===== src/rtl/pmx_pkg.sv =====
// shared constants and size arithmetic for the priority message link
// assumes both ends are built with the same payload byte width
package pmx_pkg;

	// ****************************************************************
	// widths and reset values
	// ****************************************************************
	localparam int SIZE_W         = 3;  // width of the size code
	localparam int DATA_BYTES_DEF = 4;  // default payload bytes per beat
	localparam int MSG_MAX_BYTES  = 16; // longest message
	localparam int BEAT_W         = 5;  // beat counter width
	localparam int CNT_W          = 5;  // byte count width, 0..16
	localparam logic [SIZE_W-1:0] SIZE_RST  = 3'h0;
	localparam logic [BEAT_W-1:0] BEAT_ZERO = 5'h00;
	localparam logic [BEAT_W-1:0] BEAT_ONE  = 5'h01;

	// ****************************************************************
	// size code arithmetic
	// ****************************************************************
	// code k selects 2*(k+1) bytes
	function automatic logic [CNT_W-1:0] msg_len(
		input logic [SIZE_W-1:0] code);
		msg_len = CNT_W'({code, 1'b0}) + 5'h02;
	endfunction

	// beats on the payload bus, byte count over bus width rounded up
	function automatic logic [BEAT_W-1:0] msg_beats(
		input logic [SIZE_W-1:0] code,
		input int                bytes);
		int n;
		n = int'(msg_len(code));
		msg_beats = BEAT_W'((n + bytes - 1) / bytes);
	endfunction

	// bytes that are meaningful in the final beat
	function automatic logic [CNT_W-1:0] tail_bytes(
		input logic [SIZE_W-1:0] code,
		input int                bytes);
		int n;
		int b;
		n = int'(msg_len(code));
		b = int'(msg_beats(code, bytes));
		tail_bytes = CNT_W'(n - (b - 1) * bytes);
	endfunction

endpackage


===== src/rtl/pmx_link_if.sv =====
// interface between the link core and the user application logic
// assumes one common clock and a synchronous active-low reset
`timescale 1ns/1ps
`default_nettype none
interface pmx_link_if
	import pmx_pkg::*;
#(
	parameter int BYTES = DATA_BYTES_DEF
) (
	input wire logic clk,
	input wire logic rst_n
);
	// message request and accept
	logic                 msgReq;
	logic [SIZE_W-1:0]    priority_msg_size_code;
	logic                 msgAck;
	// shared transmit payload bus
	logic [8*BYTES-1:0]   txData;
	logic                 txValid;
	logic                 txLast;
	logic                 txReady;
	// received message stream
	logic [8*BYTES-1:0]   rxMsgData;
	logic                 rxMsgValid;
	logic                 rxMsgLast;
	logic [BYTES-1:0]     rxMsgKeep;

	modport core (
		input  clk, rst_n, msgReq, priority_msg_size_code,
		input  txData, txValid, txLast,
		output msgAck, txReady,
		output rxMsgData, rxMsgValid, rxMsgLast, rxMsgKeep
	);

	modport user (
		input  clk, rst_n, msgAck, txReady,
		input  rxMsgData, rxMsgValid, rxMsgLast, rxMsgKeep,
		output msgReq, priority_msg_size_code,
		output txData, txValid, txLast
	);
endinterface
`default_nettype wire


===== src/rtl/pmx_core_end.sv =====
// link core end: accepts priority messages and regular data from the
// user, hands them to the lane, and delivers received messages
// assumes lane logic on the same clock; lane has no back-pressure on
// messages, and received messages arrive already framed
//
// Functional notes
// - user holds request until accept
// - message bytes start cycle after accept
// - ready low while bus carries message
// - new request only after previous completes
// - start only with whole message available
// - accepted message runs without interruption
// - beats equal bytes over width, rounded up
// - 4 bytes on 4-byte bus: two-cycle gap
// - 4 bytes on 2-byte bus: three-cycle gap
// - received message on own stream port
// - final beat byte mask shows valid bytes
// - single-beat message: valid, last, full mask
// - two-beat message, full mask on second
// - size code k means 2*(k+1) bytes
// - bytes past message length are discarded
`timescale 1ns/1ps
`default_nettype none
module pmx_core_end
	import pmx_pkg::*;
#(
	parameter int BYTES = DATA_BYTES_DEF
) (
	// clock and reset
	input  wire logic                  clk,
	input  wire logic                  rst_n,
	// link to the user application
	pmx_link_if.core                   link,
	// regular data toward the lane
	input  wire logic                  laneReady,
	output logic [8*BYTES-1:0]         laneData,
	output logic                       laneValid,
	output logic                       laneLast,
	// message header toward the lane
	output logic                       laneHdrSend,
	output logic [SIZE_W-1:0]          laneHdrSize,
	// message data toward the lane
	output logic [8*BYTES-1:0]         laneMsgData,
	output logic                       laneMsgValid,
	output logic                       laneMsgLast,
	output logic [BYTES-1:0]           laneMsgKeep,
	// received message from the lane
	input  wire logic [8*BYTES-1:0]    laneRxData,
	input  wire logic                  laneRxValid,
	input  wire logic                  laneRxLast,
	input  wire logic [CNT_W-1:0]      laneRxBytes
);

	// ****************************************************************
	// types and helpers
	// ****************************************************************
	typedef enum logic [1:0] {TX_IDLE, TX_HDR, TX_DATA} pmx_txstate_e;

	// low n bytes marked valid
	function automatic logic [BYTES-1:0] keep_of(
		input logic [CNT_W-1:0] n);
		keep_of = '0;
		for (int i = 0; i < BYTES; i++) begin
			keep_of[i] = (CNT_W'(i) < n);
		end
	endfunction

	// zero every byte whose keep bit is clear
	function automatic logic [8*BYTES-1:0] mask_data(
		input logic [8*BYTES-1:0] d,
		input logic [BYTES-1:0]   k);
		mask_data = '0;
		for (int i = 0; i < BYTES; i++) begin
			mask_data[8*i +: 8] = k[i] ? d[8*i +: 8] : 8'h00;
		end
	endfunction

	pmx_txstate_e      txState;
	logic [SIZE_W-1:0] sizeCap;
	logic [BEAT_W-1:0] beatsLeft;
	logic              lastBeat;
	logic [BYTES-1:0]  beatKeep;

	assign lastBeat = (beatsLeft == BEAT_ONE);
	// final beat keeps only the bytes inside the message length
	assign beatKeep = lastBeat ? keep_of(tail_bytes(sizeCap, BYTES))
		: '1;

	// ****************************************************************
	// message sequencer
	// ****************************************************************
	// accept cycle carries the header, then one cycle per data beat;
	// the sequencer never reads the lane ready input, so nothing
	// can pause a message midway
	always_ff @(posedge clk) begin
		if (!rst_n) begin
			txState     <= TX_IDLE;
			link.msgAck <= 1'b0;
			beatsLeft   <= BEAT_ZERO;
		end else begin
			unique case (txState)
				TX_IDLE: begin
					// a request left high after completion is a new one;
					// back to back requests still get a full sequence
					if (link.msgReq) begin
						link.msgAck <= 1'b1;
						txState     <= TX_HDR;
					end
				end
				TX_HDR: begin
					link.msgAck <= 1'b0;
					beatsLeft   <= msg_beats(link.priority_msg_size_code,
						BYTES);
					txState     <= TX_DATA;
				end
				TX_DATA: begin
					beatsLeft <= beatsLeft - BEAT_ONE;
					if (lastBeat) begin
						txState <= TX_IDLE;
					end
				end
			endcase
		end
	end

	// size taken once, in the accept cycle; later changes are ignored
	always_ff @(posedge clk) begin
		if (!rst_n) begin
			sizeCap <= SIZE_RST;
		end else if (txState == TX_HDR) begin
			sizeCap <= link.priority_msg_size_code;
		end
	end

	// ****************************************************************
	// payload ready
	// ****************************************************************
	// low from the accept cycle through the final message beat, so the
	// gap is one header cycle plus the data beats
	always_ff @(posedge clk) begin
		if (!rst_n) begin
			link.txReady <= 1'b0;
		end else begin
			unique case (txState)
				TX_IDLE: link.txReady <= laneReady && !link.msgReq;
				TX_HDR:  link.txReady <= 1'b0;
				TX_DATA: link.txReady <= lastBeat && laneReady;
			endcase
		end
	end

	// ****************************************************************
	// lane side of the transmit path
	// ****************************************************************
	// header strobe goes out with the size seen in the accept cycle
	always_ff @(posedge clk) begin
		if (!rst_n) begin
			laneHdrSend <= 1'b0;
			laneHdrSize <= SIZE_RST;
		end else begin
			laneHdrSend <= (txState == TX_HDR);
			if (txState == TX_HDR) begin
				laneHdrSize <= link.priority_msg_size_code;
			end
		end
	end

	// every data cycle is a message beat; valid from the user is not
	// needed, the beat count alone frames the message
	always_ff @(posedge clk) begin
		if (!rst_n) begin
			laneMsgData  <= '0;
			laneMsgValid <= 1'b0;
			laneMsgLast  <= 1'b0;
			laneMsgKeep  <= '0;
		end else begin
			laneMsgValid <= (txState == TX_DATA);
			laneMsgLast  <= (txState == TX_DATA) && lastBeat;
			laneMsgKeep  <= beatKeep;
			laneMsgData  <= mask_data(link.txData, beatKeep);
		end
	end

	// regular data passes only on a real handshake, never in a gap
	always_ff @(posedge clk) begin
		if (!rst_n) begin
			laneData  <= '0;
			laneValid <= 1'b0;
			laneLast  <= 1'b0;
		end else begin
			laneValid <= link.txValid && link.txReady;
			laneLast  <= link.txLast;
			laneData  <= link.txData;
		end
	end

	// ****************************************************************
	// receive path
	// ****************************************************************
	// messages have their own stream, apart from regular data; the mask
	// is all ones on middle beats and counts valid bytes on the last,
	// so 4 of 4 bytes reads as 4'hf
	always_ff @(posedge clk) begin
		if (!rst_n) begin
			link.rxMsgData  <= '0;
			link.rxMsgValid <= 1'b0;
			link.rxMsgLast  <= 1'b0;
			link.rxMsgKeep  <= '0;
		end else begin
			link.rxMsgValid <= laneRxValid;
			link.rxMsgLast  <= laneRxValid && laneRxLast;
			link.rxMsgData  <= laneRxData;
			link.rxMsgKeep  <= laneRxLast ? keep_of(laneRxBytes)
				: '1;
		end
	end

endmodule
`default_nettype wire


===== src/flat_wrapper.sv =====
// flat-port wrapper written by rule: the top's interface ports become plain ports
module pmx_core_end_flat import pmx_pkg::*;
#(
	parameter int BYTES = DATA_BYTES_DEF
)
  (clk, rst_n, laneReady, laneData, laneValid, laneLast, laneHdrSend, laneHdrSize, laneMsgData, laneMsgValid, laneMsgLast, laneMsgKeep, laneRxData, laneRxValid, laneRxLast, laneRxBytes, link_msgReq, link_priority_msg_size_code, link_txData, link_txValid, link_txLast, link_msgAck, link_txReady, link_rxMsgData, link_rxMsgValid, link_rxMsgLast, link_rxMsgKeep);
  pmx_link_if #(.BYTES(BYTES)) link_i (.clk(clk), .rst_n(rst_n));
  input  wire logic clk;
  input  wire logic rst_n;
  input  wire logic laneReady;
  output logic [8*BYTES-1:0] laneData;
  output logic laneValid;
  output logic laneLast;
  output logic laneHdrSend;
  output logic [SIZE_W-1:0] laneHdrSize;
  output logic [8*BYTES-1:0] laneMsgData;
  output logic laneMsgValid;
  output logic laneMsgLast;
  output logic [BYTES-1:0] laneMsgKeep;
  input  wire logic [8*BYTES-1:0] laneRxData;
  input  wire logic laneRxValid;
  input  wire logic laneRxLast;
  input  wire logic [CNT_W-1:0] laneRxBytes;
  input wire logic [$bits(link_i.msgReq)-1:0] link_msgReq;
  input wire logic [$bits(link_i.priority_msg_size_code)-1:0] link_priority_msg_size_code;
  input wire logic [$bits(link_i.txData)-1:0] link_txData;
  input wire logic [$bits(link_i.txValid)-1:0] link_txValid;
  input wire logic [$bits(link_i.txLast)-1:0] link_txLast;
  output wire logic [$bits(link_i.msgAck)-1:0] link_msgAck;
  output wire logic [$bits(link_i.txReady)-1:0] link_txReady;
  output wire logic [$bits(link_i.rxMsgData)-1:0] link_rxMsgData;
  output wire logic [$bits(link_i.rxMsgValid)-1:0] link_rxMsgValid;
  output wire logic [$bits(link_i.rxMsgLast)-1:0] link_rxMsgLast;
  output wire logic [$bits(link_i.rxMsgKeep)-1:0] link_rxMsgKeep;
  assign link_i.msgReq = link_msgReq;
  assign link_i.priority_msg_size_code = link_priority_msg_size_code;
  assign link_i.txData = link_txData;
  assign link_i.txValid = link_txValid;
  assign link_i.txLast = link_txLast;
  assign link_msgAck = link_i.msgAck;
  assign link_txReady = link_i.txReady;
  assign link_rxMsgData = link_i.rxMsgData;
  assign link_rxMsgValid = link_i.rxMsgValid;
  assign link_rxMsgLast = link_i.rxMsgLast;
  assign link_rxMsgKeep = link_i.rxMsgKeep;
  pmx_core_end #(.BYTES(BYTES)) u_core (.clk(clk), .rst_n(rst_n), .link(link_i), .laneReady(laneReady), .laneData(laneData), .laneValid(laneValid), .laneLast(laneLast), .laneHdrSend(laneHdrSend), .laneHdrSize(laneHdrSize), .laneMsgData(laneMsgData), .laneMsgValid(laneMsgValid), .laneMsgLast(laneMsgLast), .laneMsgKeep(laneMsgKeep), .laneRxData(laneRxData), .laneRxValid(laneRxValid), .laneRxLast(laneRxLast), .laneRxBytes(laneRxBytes));
endmodule

===== config.mk =====
export PLATFORM = sky130hd
export DESIGN_NAME = pmx_core_end_flat
export DESIGN_NICKNAME = d
export VERILOG_FILES = /design/src/rtl/pmx_pkg.sv /design/src/rtl/pmx_link_if.sv /design/src/rtl/pmx_core_end.sv /design/src/flat_wrapper.sv
export SDC_FILE = /design/constraint.sdc
export NUM_CORES = 1
export LEC_CHECK = 0
export BUFFER_PORTS_ARGS = -buffer_cell sky130_fd_sc_hd__buf_2
export CAP_MARGIN = 10
export CORE_MARGIN = 2
export CORE_UTILIZATION = 30
export CTS_CLUSTER_DIAMETER = 80
export DETAILED_ROUTE_END_ITERATION = 6
export PLACE_DENSITY = 0.56
export REMOVE_ABC_BUFFERS = 1
export SYNTH_ARGS = -nofsm -noshare
export SYNTH_HDL_FRONTEND = slang
export SYNTH_SLANG_ARGS = --single-unit

===== constraint.sdc =====
create_clock -name clk -period 1.7 [get_ports clk]
set_input_delay 0.34 -clock clk [delete_from_list [all_inputs] [get_ports clk]]
set_output_delay 0.34 -clock clk [all_outputs]
set_load 0.02 [all_outputs]

==> out/qor.csv <==
metric;value;unit
Syn Std Cell Area;3627;um^2
Synth Area in Adders;2.070;%
gr ovfl total;0;
Core Area;11910;um^2
f_max;0.6085;GHz
first-pass GRT wire length;12.34;mm
area grow syn2layout;49.47;%
# hold bufs at CTS;0;
clock root buffer;clkbuf_16;
Max-cap violations;0;
Placer Congestion;0.7083;
CP arrival;1.99;ns
Final HPWL DP;5.974;mm
placed insts;643;
VDD IR max;0.0005510;V
# resized after CTS;1;
WL final;8.044;mm
post-layout min period;1.643;ns
post-synthesis cell type count;39;
Crit. End Element;register;
Crit Path Class;reg -> reg;
CP max stage cell;or4b_4;
Yosys reg bits;121;
clk buf depth;2;
via count;2783;
Fin. Hold Viols;0;
Worst Tran Pin Value;0.5709;ns
fin cells;675;
Inserted Diodes;0;
Routed Antenna Nets;0;
Synth Area in Simple Gates;22.66;%
post-DR vias/cell;4.123;
final net count;601;
Slew Viols, Final;0;
vias in the first global route;2637;
Total GRT Usage;12.52;%
CP max FO;6;
post-synthesis mux area share;1.380;%
synthesized area per cell;11.63;um^2
PwrDens;1524;nW/um^2
DR pass1 iterations;4;
post-CTS setup buffers;0;
Top Ports;196;
largest net degree at the start of global routing;67;
max_slew headroom;61.94;%
Hold Crit Class;in -> reg;
initial antenna violation count;0;
CP cell instances;inv_1 > ha_1 > or4b_4 > a2111oi_1 > a311o_2;
Util after Layout;45.51;%
Die W;114.0;um
clk_lat worst skew;0.40;ns
TritonCTS clock tree;done;
main combinational cell family by area after synthesis;simple AND/OR/NAND/NOR gates;
Initial Util;30.45;%
Compound-Gate Fraction of Synth Area;3.898;%
routed length per instance;11.92;um
die height;114.0;um
Largest stage delay, worst path;0.50;ns
Post-synth ARST share;0;%
setup violators final;0;
CTS sink count;121;
ys flop type;dfxtp_1;
number of flops mapped to enable cells by yosys;0;
DP Area;4790;um^2
worst-case clock skew;0.007118;ns
status;finished, final reports clean;
Reg clk slew, reported paths;0.05;ns
CTS buffer count;17;
startpoint types;register;
Cell Rows;40;
Hold WS;0.1397;ns
share of cells above drive strength 1;45.83;%
Tcrit/Tclk final;96.67;%
IO buf count;195;
post-route cell area;5421;um^2
Seq/Total Area, Yosys;66.78;%
WP data required;2.05;ns
Yosys Warn Count;0;
Tot Pwr;8.263;mW
Starting DRT DRC Count;83;
cells after synthesis;312;
Die ar.;12990;um^2
H-tree levels;4;
static leakage;2.700;nW
synthesized-area fraction occupied by xor and xnor cells;0;%
# DRC;0;
[routing by layer]
| metal | GRT usage, % | part of all wire, % | up-vias |
|---|---|---|---|
| met1 | 13.19 | 39 | 1256 |
| met4 | 7.154 | 2.1 | 0 |
| met3 | 4.835 | 8.0 | 16 |
| met5 | 0 | 0 | - |
| met2 | 21.35 | 51 | 110 |
| li1 | - | - | 1401 |
[final cells by class]
class,count,area (um^2)
Fill cell,1157,6490
Multi-Input combinational cell,163,1102
Sequential cell,121,2422
Clock buffer,25,505.5
Inverter,9,33.78
Tap cell,147,183.9
Timing Repair Buffer,203,1061
Clock inverter,7,112.6
[worst max-delay path: cells and delay by family (launching register included)]
kind | cells | cell delay [ns]
buffers and inverters | 1 | 0.08
adders and majority gates | 1 | 0.13
DFF | 1 | 0.31
and+or+nand+nor | 1 | 0.50
AOI/OAI and AO/OA | 2 | 0.56
[path summary, 6_finish.rpt]
kind                       startpoint                  endpoint  slack, ns  depth (start not counted)
setup / recovery  u_core.beatsLeft[1]         u_core.txState[1]       0.06                          5
setup reg to reg  u_core.beatsLeft[1]         u_core.txState[1]       0.06                          5
hold reg to reg   u_core.link.txReady          u_core.laneValid       0.50                          1
hold / removal          laneRxData[6]  u_core.link.rxMsgData[6]       0.14                          2
[Yosys cell counts (2+ instances only)]
cell type | n | area, um^2
dfxtp_1 | 121 | 2422
and2_1 | 83 | 519.3
nor2b_1 | 18 | 112.6
clkbuf_1 | 13 | 48.80
nor2_1 | 12 | 45.04
inv_1 | 9 | 33.78
ha_1 | 6 | 75.07
a21oi_1 | 5 | 25.02
mux2i_1 | 5 | 50.05
nand2_1 | 4 | 15.01
buf_2 | 3 | 15.01
a2111oi_0 | 2 | 17.52
a311o_2 | 2 | 22.52
and3_1 | 2 | 12.51
and4_2 | 2 | 20.02
buf_4 | 2 | 15.01
[cell families (layout without fill, tap and decap cells)]
kind of cell    after synthesis  in the layout
simple gates                133            133
flops                       121            121
buf+inv                      28            244
compound gates               19             19
fa+ha+maj                     6              6
mux                           5              5
[sequential cells by signal (all words and copies together) (netlist names)]
signal	cells
u_core.link.rxMsgData	32
u_core.link.rxMsgKeep	4
u_core.laneMsgValid	1
u_core.txState	2
u_core.link.msgAck	1
u_core.beatsLeft	5
u_core.laneHdrSize	3
u_core.link.rxMsgLast	1
u_core.laneValid	1
u_core.laneData	32
u_core.laneMsgKeep	2
u_core.laneMsgData	32
u_core.link.rxMsgValid	1
u_core.laneMsgLast	1
u_core.link.txReady	1
u_core.laneHdrSend	1
u_core.laneLast	1
[layout by cell type, fill, tap and decap left out, types with 2 or more instances in the layout]
master | netlist | layout
dfxtp_1 | 121 | 121
clkbuf_16 | 0 | 17
mux2i_1 | 5 | 5
inv_1 | 9 | 9
ha_1 | 6 | 6
clkinv_2 | 0 | 3
nor2b_1 | 18 | 18
nor2_1 | 12 | 12
and3_1 | 2 | 2
bufinv_16 | 0 | 3
and2_1 | 83 | 83
clkbuf_1 | 13 | 3
buf_4 | 2 | 6
a311o_2 | 2 | 2
and4_4 | 0 | 2
nand2_1 | 4 | 4
buf_12 | 0 | 2
a21oi_1 | 5 | 5
clkbuf_8 | 0 | 5
buf_2 | 3 | 195
[metrics by stage]
stage / setup TNS, ns / worst slack [ns]
final: 0 / 0.05661
after floorplan: -0.05365 / -0.02683
after CTS: 0 / 0.02238
after detailed placement: -0.08105 / -0.04061
after global routing: -0.001037 / -0.001037
after global placement: 0 / 0.0002106
[report_power, final]
part | switching (mW) | leakage [nW] | total, mW | internal [mW]
logic | 0.807 | 1.39 | 1.40 | 0.596
registers | 0.0970 | 1.01 | 3.20 | 3.10
clock network | 1.17 | 0.303 | 3.66 | 2.49
total | 2.07 | 2.70 | 8.26 | 6.19
Note: power is estimated with default switching activity, not from simulation.
